File: config.mk
export PLATFORM = sky130hd
export DESIGN_NAME = acs_top
export DESIGN_NICKNAME = d
export VERILOG_FILES = /design/src/hdl/acs_top.v
export VERILOG_INCLUDE_DIRS = /design/src /design/src/hdl
export SDC_FILE = /design/constraint.sdc
export NUM_CORES = 1
export LEC_CHECK = 0
export BUFFER_PORTS_ARGS = -buffer_cell sky130_fd_sc_hd__buf_2
export CAP_MARGIN = 20
export CORE_AREA = 4 4 77 79
export CTS_CLUSTER_DIAMETER = 200
export CTS_CLUSTER_SIZE = 30
export DETAILED_ROUTE_END_ITERATION = 10
export DIE_AREA = 0 0 81 83
export SLEW_MARGIN = 15
export SYNTH_ARGS = -nofsm -noshare
export SYNTH_HDL_FRONTEND = slang
export SYNTH_SLANG_ARGS = --single-unit
File: constraint.sdc
create_clock -name CORE_CLK_I -period 2.2 [get_ports CORE_CLK_I]
set_clock_uncertainty 0.15 [all_clocks]
set_input_delay 0.44 -clock CORE_CLK_I [delete_from_list [all_inputs] [get_ports CORE_CLK_I]]
set_output_delay 0.44 -clock CORE_CLK_I [all_outputs]
set_load 0.01 [all_outputs]
File: src/hdl/acs_defs.vh
// Constants for the converter control and status front end.
// Assumes a 32-bit AHB-Lite slave port and one system clock.
//
// What this block does
// - Writing start one with power one in the same byte begins a conversion unless one is still running
// - Start bit reads one while converting
// - Writing start zero changes nothing
// - Reference bit selects internal or external reference
// - Power bit enables or disables converter
// - Three-bit field selects analog input n
// - Read-only eight-bit raw high register
// - Raw register follows core working value
`ifndef ACS_DEFS_VH
`define ACS_DEFS_VH

// ==========================================================
// Register indices; byte address is four times the index
`define ACS_IDX_CTRL 12'hF70
`define ACS_IDX_RAW 12'hF71
`define ACS_IDX_LSB 2

// ==========================================================
// Control register fields
`define ACS_BIT_START 7
`define ACS_BIT_RSV_HI 6
`define ACS_BIT_REF 5
`define ACS_BIT_PWR 4
`define ACS_BIT_RSV_LO 3
`define ACS_CH_HI 2
`define ACS_CH_LO 0
`define ACS_CTRL_RESET 8'h00
`define ACS_RAW_RESET 8'h00

// ==========================================================
// AHB-Lite encodings
`define ACS_HTRANS_NONSEQ 2'h2
`define ACS_HTRANS_SEQ 2'h3
`define ACS_HRESP_OKAY 1'h0

`endif

File: src/hdl/acs_top.v
// Converter control and status registers behind an AHB-Lite slave.
// Assumes a conversion core that takes a start pulse, answers with a
// one-cycle done pulse and presents its working value continuously.
`timescale 1ns/1ps
`include "acs_defs.vh"

module acs_top #(
  parameter ADDR_W = 32
) (
  input wire CORE_CLK_I,
  input wire RST_B_I,
  input wire HSEL_I,
  input wire [ADDR_W-1:0] HADDR_I,
  input wire [1:0] HTRANS_I,
  input wire HWRITE_I,
  input wire [2:0] HSIZE_I,
  input wire [31:0] HWDATA_I,
  input wire HREADY_I,
  output reg [31:0] HRDATA_O,
  output wire HREADYOUT_O,
  output wire HRESP_O,
  input wire CONV_DONE_I,
  input wire [7:0] RAW_RESULT_HIGH_I,
  output reg CONV_START_O,
  output wire CONV_BUSY_O,
  output wire [2:0] INPUT_CHANNEL_SELECT_O,
  output wire INTERNAL_REFERENCE_ON_O,
  output wire CONVERTER_POWER_ON_O
);

  // ==========================================================
  // Local sizes, state codes and register selects
  localparam REG_W = 8;
  localparam DATA_W = 32;
  localparam PAD_W = DATA_W - REG_W;
  localparam IDX_W = 12;
  localparam CH_W = `ACS_CH_HI - `ACS_CH_LO + 1;
  localparam ST_IDLE = 1'b0;
  localparam ST_BUSY = 1'b1;
  localparam SEL_NONE = 2'b00;
  localparam SEL_CTRL = 2'b01;
  localparam SEL_RAW = 2'b10;

  // ==========================================================
  // Helper functions
  // Byte address of a register index
  function [ADDR_W-1:0] idx_to_addr;
    input [IDX_W-1:0] idx;
    begin
      idx_to_addr = {{(ADDR_W-IDX_W){1'b0}}, idx} << `ACS_IDX_LSB;
    end
  endfunction

  // Address phase that starts a transfer
  function is_transfer;
    input sel;
    input ready;
    input [1:0] trans;
    begin
      is_transfer = sel & ready & ((trans == `ACS_HTRANS_NONSEQ)
        | (trans == `ACS_HTRANS_SEQ));
    end
  endfunction

  // Which register an address names
  function [1:0] reg_select;
    input [ADDR_W-1:0] addr;
    begin
      if (addr == idx_to_addr(`ACS_IDX_CTRL)) begin
        reg_select = SEL_CTRL;
      end else if (addr == idx_to_addr(`ACS_IDX_RAW)) begin
        reg_select = SEL_RAW;
      end else begin
        reg_select = SEL_NONE;
      end
    end
  endfunction

  // Zero-extend a register byte to a bus word
  function [DATA_W-1:0] widen;
    input [REG_W-1:0] value;
    begin
      widen = {{PAD_W{1'b0}}, value};
    end
  endfunction

  // Start/busy bit of a control byte
  function start_of;
    input [REG_W-1:0] value;
    begin
      start_of = value[`ACS_BIT_START];
    end
  endfunction

  // Channel select field of a control byte
  function [CH_W-1:0] channel_of;
    input [REG_W-1:0] value;
    begin
      channel_of = value[`ACS_CH_HI:`ACS_CH_LO];
    end
  endfunction

  // Reference enable bit of a control byte
  function reference_of;
    input [REG_W-1:0] value;
    begin
      reference_of = value[`ACS_BIT_REF];
    end
  endfunction

  // Power enable bit of a control byte
  function power_of;
    input [REG_W-1:0] value;
    begin
      power_of = value[`ACS_BIT_PWR];
    end
  endfunction

  // Writable fields of the control byte; the start bit is not one
  function [REG_W-1:0] merge_fields;
    input [REG_W-1:0] old_value;
    input [REG_W-1:0] wdata;
    reg [REG_W-1:0] result;
    begin
      result = old_value;
      result[`ACS_BIT_RSV_HI] = wdata[`ACS_BIT_RSV_HI];
      result[`ACS_BIT_REF] = wdata[`ACS_BIT_REF];
      result[`ACS_BIT_PWR] = wdata[`ACS_BIT_PWR];
      result[`ACS_BIT_RSV_LO] = wdata[`ACS_BIT_RSV_LO];
      result[`ACS_CH_HI:`ACS_CH_LO] = wdata[`ACS_CH_HI:`ACS_CH_LO];
      merge_fields = result;
    end
  endfunction

  // Bus word for a selected register
  function [DATA_W-1:0] read_word;
    input [1:0] sel;
    input [REG_W-1:0] ctrl_value;
    input [REG_W-1:0] raw_value;
    begin
      case (sel)
        SEL_CTRL: begin
          read_word = widen(ctrl_value);
        end
        SEL_RAW: begin
          read_word = widen(raw_value);
        end
        default: begin
          read_word = {DATA_W{1'b0}};
        end
      endcase
    end
  endfunction

  // ==========================================================
  // Address phase decode
  wire access;
  wire rd_access;
  wire wr_access;
  wire [1:0] addr_sel;

  assign access = is_transfer(HSEL_I, HREADY_I, HTRANS_I);
  assign rd_access = access & ~HWRITE_I;
  assign wr_access = access & HWRITE_I;
  assign addr_sel = reg_select(HADDR_I);

  // Zero wait state, always OKAY
  assign HREADYOUT_O = 1'b1;
  assign HRESP_O = `ACS_HRESP_OKAY;

  // ==========================================================
  // Data phase flag for a control write
  reg wr_ctrl;
  reg next_wr_ctrl;

  always @* begin
    next_wr_ctrl = 1'b0;
    if (wr_access && (addr_sel == SEL_CTRL)) begin
      next_wr_ctrl = 1'b1;
    end
  end

  always @(posedge CORE_CLK_I or negedge RST_B_I) begin
    if (!RST_B_I) begin
      wr_ctrl <= 1'b0;
    end else begin
      wr_ctrl <= next_wr_ctrl;
    end
  end

  // ==========================================================
  // Write data decode
  wire [REG_W-1:0] wbyte;
  wire start_req;
  wire power_req;
  wire go;

  assign wbyte = HWDATA_I[REG_W-1:0];
  assign start_req = wr_ctrl & start_of(wbyte);
  assign power_req = power_of(wbyte);
  // A start without power in the same byte is ignored
  assign go = start_req & power_req;

  // ==========================================================
  // Conversion sequencer; the state is the start/busy bit
  reg state;
  reg next_state;
  reg next_start;

  // Done and a fresh start in one data phase: the start wins
  always @* begin
    next_state = state;
    next_start = 1'b0;
    case (state)
      ST_IDLE: begin
        if (go) begin
          next_state = ST_BUSY;
          next_start = 1'b1;
        end
      end
      ST_BUSY: begin
        // Writes during a conversion neither abort nor restart it
        if (CONV_DONE_I) begin
          next_state = ST_IDLE;
          if (go) begin
            next_state = ST_BUSY;
            next_start = 1'b1;
          end
        end
      end
      default: begin
        next_state = ST_IDLE;
      end
    endcase
  end

  always @(posedge CORE_CLK_I or negedge RST_B_I) begin
    if (!RST_B_I) begin
      state <= ST_IDLE;
      CONV_START_O <= 1'b0;
    end else begin
      state <= next_state;
      CONV_START_O <= next_start;
    end
  end

  // ==========================================================
  // Control register fields
  reg [REG_W-1:0] fields;
  reg [REG_W-1:0] next_fields;

  // Reserved bits stored as written; software keeps them zero
  always @* begin
    next_fields = fields;
    if (wr_ctrl) begin
      next_fields = merge_fields(fields, wbyte);
    end
  end

  always @(posedge CORE_CLK_I or negedge RST_B_I) begin
    if (!RST_B_I) begin
      fields <= `ACS_CTRL_RESET;
    end else begin
      fields <= next_fields;
    end
  end

  wire [REG_W-1:0] ctrl_now;
  wire [REG_W-1:0] ctrl_next;

  assign ctrl_now = {state, fields[REG_W-2:0]};
  assign ctrl_next = {next_state, next_fields[REG_W-2:0]};

  assign CONV_BUSY_O = state;
  assign INPUT_CHANNEL_SELECT_O = channel_of(ctrl_now);
  assign INTERNAL_REFERENCE_ON_O = reference_of(ctrl_now);
  assign CONVERTER_POWER_ON_O = power_of(ctrl_now);

  // ==========================================================
  // Raw working value, for test use only
  reg [REG_W-1:0] raw_high;

  always @(posedge CORE_CLK_I or negedge RST_B_I) begin
    if (!RST_B_I) begin
      raw_high <= `ACS_RAW_RESET;
    end else begin
      raw_high <= RAW_RESULT_HIGH_I;
    end
  end

  // ==========================================================
  // Read data, captured at the address phase; control from the next state, raw from its current register
  reg [DATA_W-1:0] next_rdata;

  always @* begin
    next_rdata = HRDATA_O;
    if (rd_access) begin
      next_rdata = read_word(addr_sel, ctrl_next, raw_high);
    end
  end

  always @(posedge CORE_CLK_I or negedge RST_B_I) begin
    if (!RST_B_I) begin
      HRDATA_O <= {DATA_W{1'b0}};
    end else begin
      HRDATA_O <= next_rdata;
    end
  end

endmodule

# Word level (Yosys, flattened, before mapping)
# Index checks and enable logic that the tools add are counted.
dict set report op_classes {
  addsub 0
  mul 0
  n_div 0
  order_cmp 0
  eq_ne 6
  shifts 0
  muxes 10
  n_bitwise 9
  reduce_logical 1
}
# cell count
set ops {}
lappend ops {{$eq A32 B14 Y1 const B} 2}
lappend ops {{$pmux W8 S2} 1}
lappend ops {{$mux W7} 1}
lappend ops {{$and A1 B1 Y1} 6}
lappend ops {{$eq A2 B2 Y1 const B} 3}
lappend ops {{$mux W1} 4}
lappend ops {{$mux W2} 2}
lappend ops {{$pmux W1 S2} 2}
lappend ops {{$eq A2 B1 Y1 const B} 1}
lappend ops {{$not A1 Y1} 2}
lappend ops {{$logic_and A1 B1 Y1} 1}
lappend ops {{$or A1 B1 Y1} 1}
dict set report totals {
  regBits 50
  latch_bits 0
  ram_bits 0
  rom_bits 0
  out_inout_bits 41
  word_cells 32
  mem_count 0
}

# Depth between registers and ports, before layout
dict set report depth {
  depth_word 6
  depth_mapped 6
}

# Least setup slack after synthesis
# OpenSTA, ideal clock, no wires.
dict set report synth_path {
  path_type {input -> register}
  startpoint {input HADDR_I[16]}
  endpoint {register HRDATA_O[0]}
  arrival_ps 1725
  required_time_ps 1947
  slack_ps 221
  path_stages 5
  path_buffers 1
  cell_sequence {nor4_2 -> nand2_1 -> or4_4 -> buf_6 -> o41ai_2}
}
dict set report synth_between {
  elab_chain_len 5
  word_cells_on_any_way 7
}
# element line_no
set synth_lines {}
lappend synth_lines {{start: declaration} acs_top.v:13} ;# input wire [ADDR_W-1:0] HADDR_I,
lappend synth_lines {{$eq A32 B14 Y1} acs_top.v:71} ;# end else if (addr == idx_to_addr(`ACS_IDX_RAW)) begin
lappend synth_lines {{$mux W2} acs_top.v:71}
lappend synth_lines {{$mux W2 *} acs_top.v:69} ;# if (addr == idx_to_addr(`ACS_IDX_CTRL)) begin
lappend synth_lines {{$eq A2 B2 Y1 / $eq A2 B1 Y1 (equally long branches)} n/a}
lappend synth_lines {{$pmux W8 S2 *} acs_top.v:141} ;# case (sel)
lappend synth_lines {{end signal: assignment} acs_top.v:304} ;# HRDATA_O <= {DATA_W{1'b0}};
lappend synth_lines {{end signal: assignment} acs_top.v:306} ;# HRDATA_O <= next_rdata;
lappend synth_lines {{end: declaration} acs_top.v:19} ;# output reg [31:0] HRDATA_O,
# Every way passes the cells marked *; elsewhere a longest branch is shown, timed or not.
# A chain may end at the register's enable or synchronous reset.

# Final worst setup path
dict set report layout_path {
  startpoint {input HADDR_I[16]}
  endpoint {register HRDATA_O[6]}
}
# Same word-level chain as after synthesis.

==> report_table.html <==
<table>
<tr><th>Metric</th><th>Value</th></tr>
<tr><th colspan="2">Detailed routing</th></tr>
<tr><td>Count of routing violations after the opening detailed-route iteration</td><td>11</td></tr>
<tr><td>First-pass detailed-route iteration total</td><td>4</td></tr>
<tr><td>Via-to-Cell Ratio</td><td>3.698</td></tr>
<tr><td>Antenna viol nets, final</td><td>0</td></tr>
<tr><td>Drt drc</td><td>0</td></tr>
<tr><td>Routed wire length per instance</td><td>11.58 um</td></tr>
<tr><td>Vias after detailed routing</td><td>943</td></tr>
<tr><td>Total routed wirelength</td><td>2952 um</td></tr>
<tr><th colspan="2">Critical path</th></tr>
<tr><td>Category of the worst setup path capture point</td><td>flop</td></tr>
<tr><td>Cell-by-cell listing of the critical path</td><td>buf_2, nor4_2, nand2_1, or4_4, o41ai_2</td></tr>
<tr><td>Required arrival time at the worst endpoint</td><td>2.21 ns</td></tr>
<tr><td>Number of cells on the worst reg-to-reg path</td><td>3</td></tr>
<tr><td>Reg-to-reg critical path endpoint</td><td>HRDATA_O[2]</td></tr>
<tr><td>CP max FO</td><td>9</td></tr>
<tr><td>WP data arrival</td><td>1.90 ns</td></tr>
<tr><td>Slowest library cell on the worst path</td><td>or4_4</td></tr>
<tr><td>Buffers plus inverters on the worst setup path</td><td>1</td></tr>
<tr><td>Largest stage delay, worst path</td><td>0.64 ns</td></tr>
<tr><td>Path type of the worst setup path</td><td>input port to flop</td></tr>
<tr><td>Reg2Reg Setup Slack</td><td>0.79 ns</td></tr>
<tr><td>Worst reg2reg path startpoint</td><td>wr_ctrl</td></tr>
<tr><td>Startpoint type of the worst setup path</td><td>input port</td></tr>
<tr><td>CP delay by family, top</td><td>simple AND/OR/NAND/NOR gates</td></tr>
<tr><th colspan="2">Placement</th></tr>
<tr><td>Weighted congestion at the end of routability-driven global placement</td><td>0.7092</td></tr>
<tr><td>Worst slack, placed</td><td>0.02325 ns</td></tr>
<tr><td>DPL Wire Length</td><td>2430 um</td></tr>
<tr><td>Number of buffers inserted by port buffering</td><td>69</td></tr>
<tr><th colspan="2">STA</th></tr>
<tr><td>Crit share post-route</td><td>86.05%</td></tr>
<tr><td>Setup TNS after final layout</td><td>0 ns</td></tr>
<tr><td>PnR worst setup slack</td><td>0.3068 ns</td></tr>
<tr><td>Fin Hold WS</td><td>0.008870 ns</td></tr>
<tr><td>Fin. max-slew vios</td><td>0</td></tr>
<tr><td>Timing-limited maximum frequency</td><td>0.5282 GHz</td></tr>
<tr><td>RSZ-0062 raised after global routing</td><td>false</td></tr>
<tr><td>Measured slew at the worst slew-check pin</td><td>0.5467 ns</td></tr>
<tr><td>Final Setup Violations</td><td>0</td></tr>
<tr><td>Rel. slew slack</td><td>63.55%</td></tr>
<tr><td>Total count of hold-check failures in the final report</td><td>0</td></tr>
<tr><td>Post-layout minimum cycle time</td><td>1.893 ns</td></tr>
<tr><th colspan="2">Logic synthesis</th></tr>
<tr><td>Sequential share of the synthesized area</td><td>48.51%</td></tr>
<tr><td>Count of cell types in the netlist</td><td>23</td></tr>
<tr><td>Register bit count reported by yosys</td><td>26</td></tr>
<tr><td>Area of the mapped netlist</td><td>1341 um2</td></tr>
<tr><td>Yosys top cell by area</td><td>dfrtp_1</td></tr>
<tr><td>Mean instance size in the synthesized netlist</td><td>11.18 um2</td></tr>
<tr><td>Synth top area cells</td><td>dfrtp_1, buf_4, o41ai_2</td></tr>
<tr><td>Yosys top cell area share</td><td>48.51%</td></tr>
<tr><td>Warnings from Yosys</td><td>0</td></tr>
<tr><td>Number of instances in the synthesized netlist</td><td>120</td></tr>
<tr><th colspan="2">Clock network</th></tr>
<tr><td>Number of post-CTS setup repair buffers</td><td>0</td></tr>
<tr><td>CTS HTree Levels</td><td>1</td></tr>
<tr><td>Number of sinks handled by clock tree synthesis</td><td>26</td></tr>
<tr><td>Clock transition at path regs</td><td>0.08 ns</td></tr>
<tr><td>Clk buf depth</td><td>2</td></tr>
<tr><td>Post-CTS Resized</td><td>0</td></tr>
<tr><td>Total CTS buffers</td><td>3</td></tr>
<tr><td>CTS tree</td><td>done</td></tr>
<tr><td>Post-CTS Hold Buffers</td><td>0</td></tr>
<tr><td>CTS Root Buffer Type</td><td>clkbuf_8</td></tr>
<tr><td>Later-pin clock latency in the skew report</td><td>0.26 ns</td></tr>
<tr><th colspan="2">Global route</th></tr>
<tr><td>Pin count of the biggest net entering global routing</td><td>27</td></tr>
<tr><td>Overall global routing resource usage</td><td>8.618%</td></tr>
<tr><td>Global-route wire length before repair</td><td>4643 um</td></tr>
<tr><td>Vias in the first global route</td><td>958</td></tr>
<tr><td>Antenna violations before repair</td><td>0</td></tr>
<tr><td>Remaining global-route overflow</td><td>0</td></tr>
<tr><th colspan="2">Final layout</th></tr>
<tr><td>Number of nets in the layout</td><td>268</td></tr>
<tr><td>Area growth from synthesis to layout</td><td>24.63%</td></tr>
<tr><td>Most frequent standard cell in the layout excluding fill and tap cells</td><td>buf_2</td></tr>
<tr><td>Diodes inserted</td><td>0</td></tr>
<tr><td>Share of layout cells above drive strength 1</td><td>49.18%</td></tr>
<tr><td>Most frequent cells in the layout</td><td>buf_2, dfrtp_1, conb_1, nand2_1</td></tr>
<tr><th colspan="2">Floorplan</th></tr>
<tr><td>Area of the core</td><td>5338 um2</td></tr>
<tr><td>Horizontal die dimension</td><td>81 um</td></tr>
<tr><td>Number of rows in the core area</td><td>27</td></tr>
<tr><td>Die height</td><td>83 um</td></tr>
<tr><td>Initial standard-cell utilization of the core</td><td>25.13%</td></tr>
<tr><td>Number of I/O pins</td><td>124</td></tr>
<tr><td>DIE AREA</td><td>6723 um2</td></tr>
<tr><th colspan="2">Pwr</th></tr>
<tr><td>Power density over the cells</td><td>501.1 nW/um2</td></tr>
<tr><td>Leak pwr</td><td>0.9091 nW</td></tr>
<tr><td>Max IR drop VDD</td><td>183.6 uV</td></tr>
<tr><th colspan="2">Flow run</th></tr>
<tr><td>Max-capacitance violation count</td><td>0</td></tr>
<tr><th colspan="2">Hold path</th></tr>
<tr><td>Hold Crit Class</td><td>input port to async pin</td></tr>
<tr><th colspan="2">Run status</th></tr>
<tr><td>Result of the run</td><td>completed</td></tr>
</table>
==> stage by stage <==
stage | power, W | std cells | area, um2 | utilization (%)
2_1_floorplan | 0.0005702 | 144 | 1431 | -
3_3_place_gp | 0.0005958 | 252 | 1630 | 30.54
3_5_place_dp | 0.0005969 | 252 | 1630 | 30.54
4_1_cts | 0.0008532 | 255 | 1672 | 31.32
5_1_grt | 0.0008866 | 255 | 1672 | 31.32
6_report | 0.0008377 | 255 | 1672 | 31.32
==> worst max-delay path by stage <==
stage | start | to | slack (ns) | depth (start not counted)
global placement | HADDR_I[16] | HRDATA_O[5] | 0.03 | 5
CTS | HADDR_I[16] | HRDATA_O[6] | 0.29 | 5
finish | HADDR_I[16] | HRDATA_O[6] | 0.31 | 5
global route | HADDR_I[16] | HRDATA_O[2] | 0.21 | 5
floorplan | HADDR_I[16] | HRDATA_O[0] | 0.22 | 5
detailed placement | HADDR_I[16] | HRDATA_O[2] | 0.02 | 5
==> logic make-up (layout without fill, tap and decap cells) <==
group | after synthesis | after routing | share of synthesized area [%]
AOI/OAI and AO/OA | 10 | 10 | 9.794
muxes | 8 | 8 | 6.623
and+or+nand+nor | 37 | 37 | 15.48
DFF | 26 | 26 | 48.51
buffers and inverters | 37 | 76 | 19.03
other | 2 | 26 | 0.5599
==> state kept, by name, indices dropped and copies added, names as in the netlist <==
name          flops
fields            7
CONV_START_O      1
CONV_BUSY_O       1
raw_high          8
wr_ctrl           1
HRDATA_O          8
==> worst register-to-register path: stages (launching register included) <==
cell     delay [ns]
dfrtp_1        0.54
mux2_2         0.39
nor2_1         0.14
o41ai_2        0.07
==> metal layers <==
layer  global-route usage, %  routed length (um)  up-vias
met3                   2.061                 238        2
met5                       0                   0        -
met2                   13.59                1415       36
li1                        -                   -      480
met4                   3.226                  30        0
met1                   11.27                1268      425
==> power breakdown <==
group | switching, W | internal (W) | total (W) | leakage [nW]
sequential | 0.00000171 | 0.000485 | 0.000486 | 0.345
clock | 0.000128 | 0.000122 | 0.000250 | 0.0216
combinational | 0.0000587 | 0.0000426 | 0.000101 | 0.543
==> cell usage after synthesis <==
master    count
nand3_1       2
conb_1        2
buf_6         1
clkbuf_1      4
o31ai_1       1
nor2_1        7
buf_4        29
a21oi_1       1
nand2b_1      1
nor3_1        1
o21ai_0       1
or4_4         1
mux2i_1       1
mux2_2        7
nand2_1       9
o41ai_2       7
nand4b_1      1
dfrtp_1      26
nor2b_1       7
nand4_1       2
nor4_2        2
nor4_1        4
inv_1         3
==> final cells by class <==
cell class | count | area, um2
multi-input combinational | 81 | 525.5
timing repair buffer | 70 | 352.8
fill | 576 | 3666
tap | 72 | 90.09
sequential | 26 | 650.6
clock buffer | 3 | 41.29
inverter | 3 | 11.26
No activity file was read; power rests on OpenSTA's default activity.
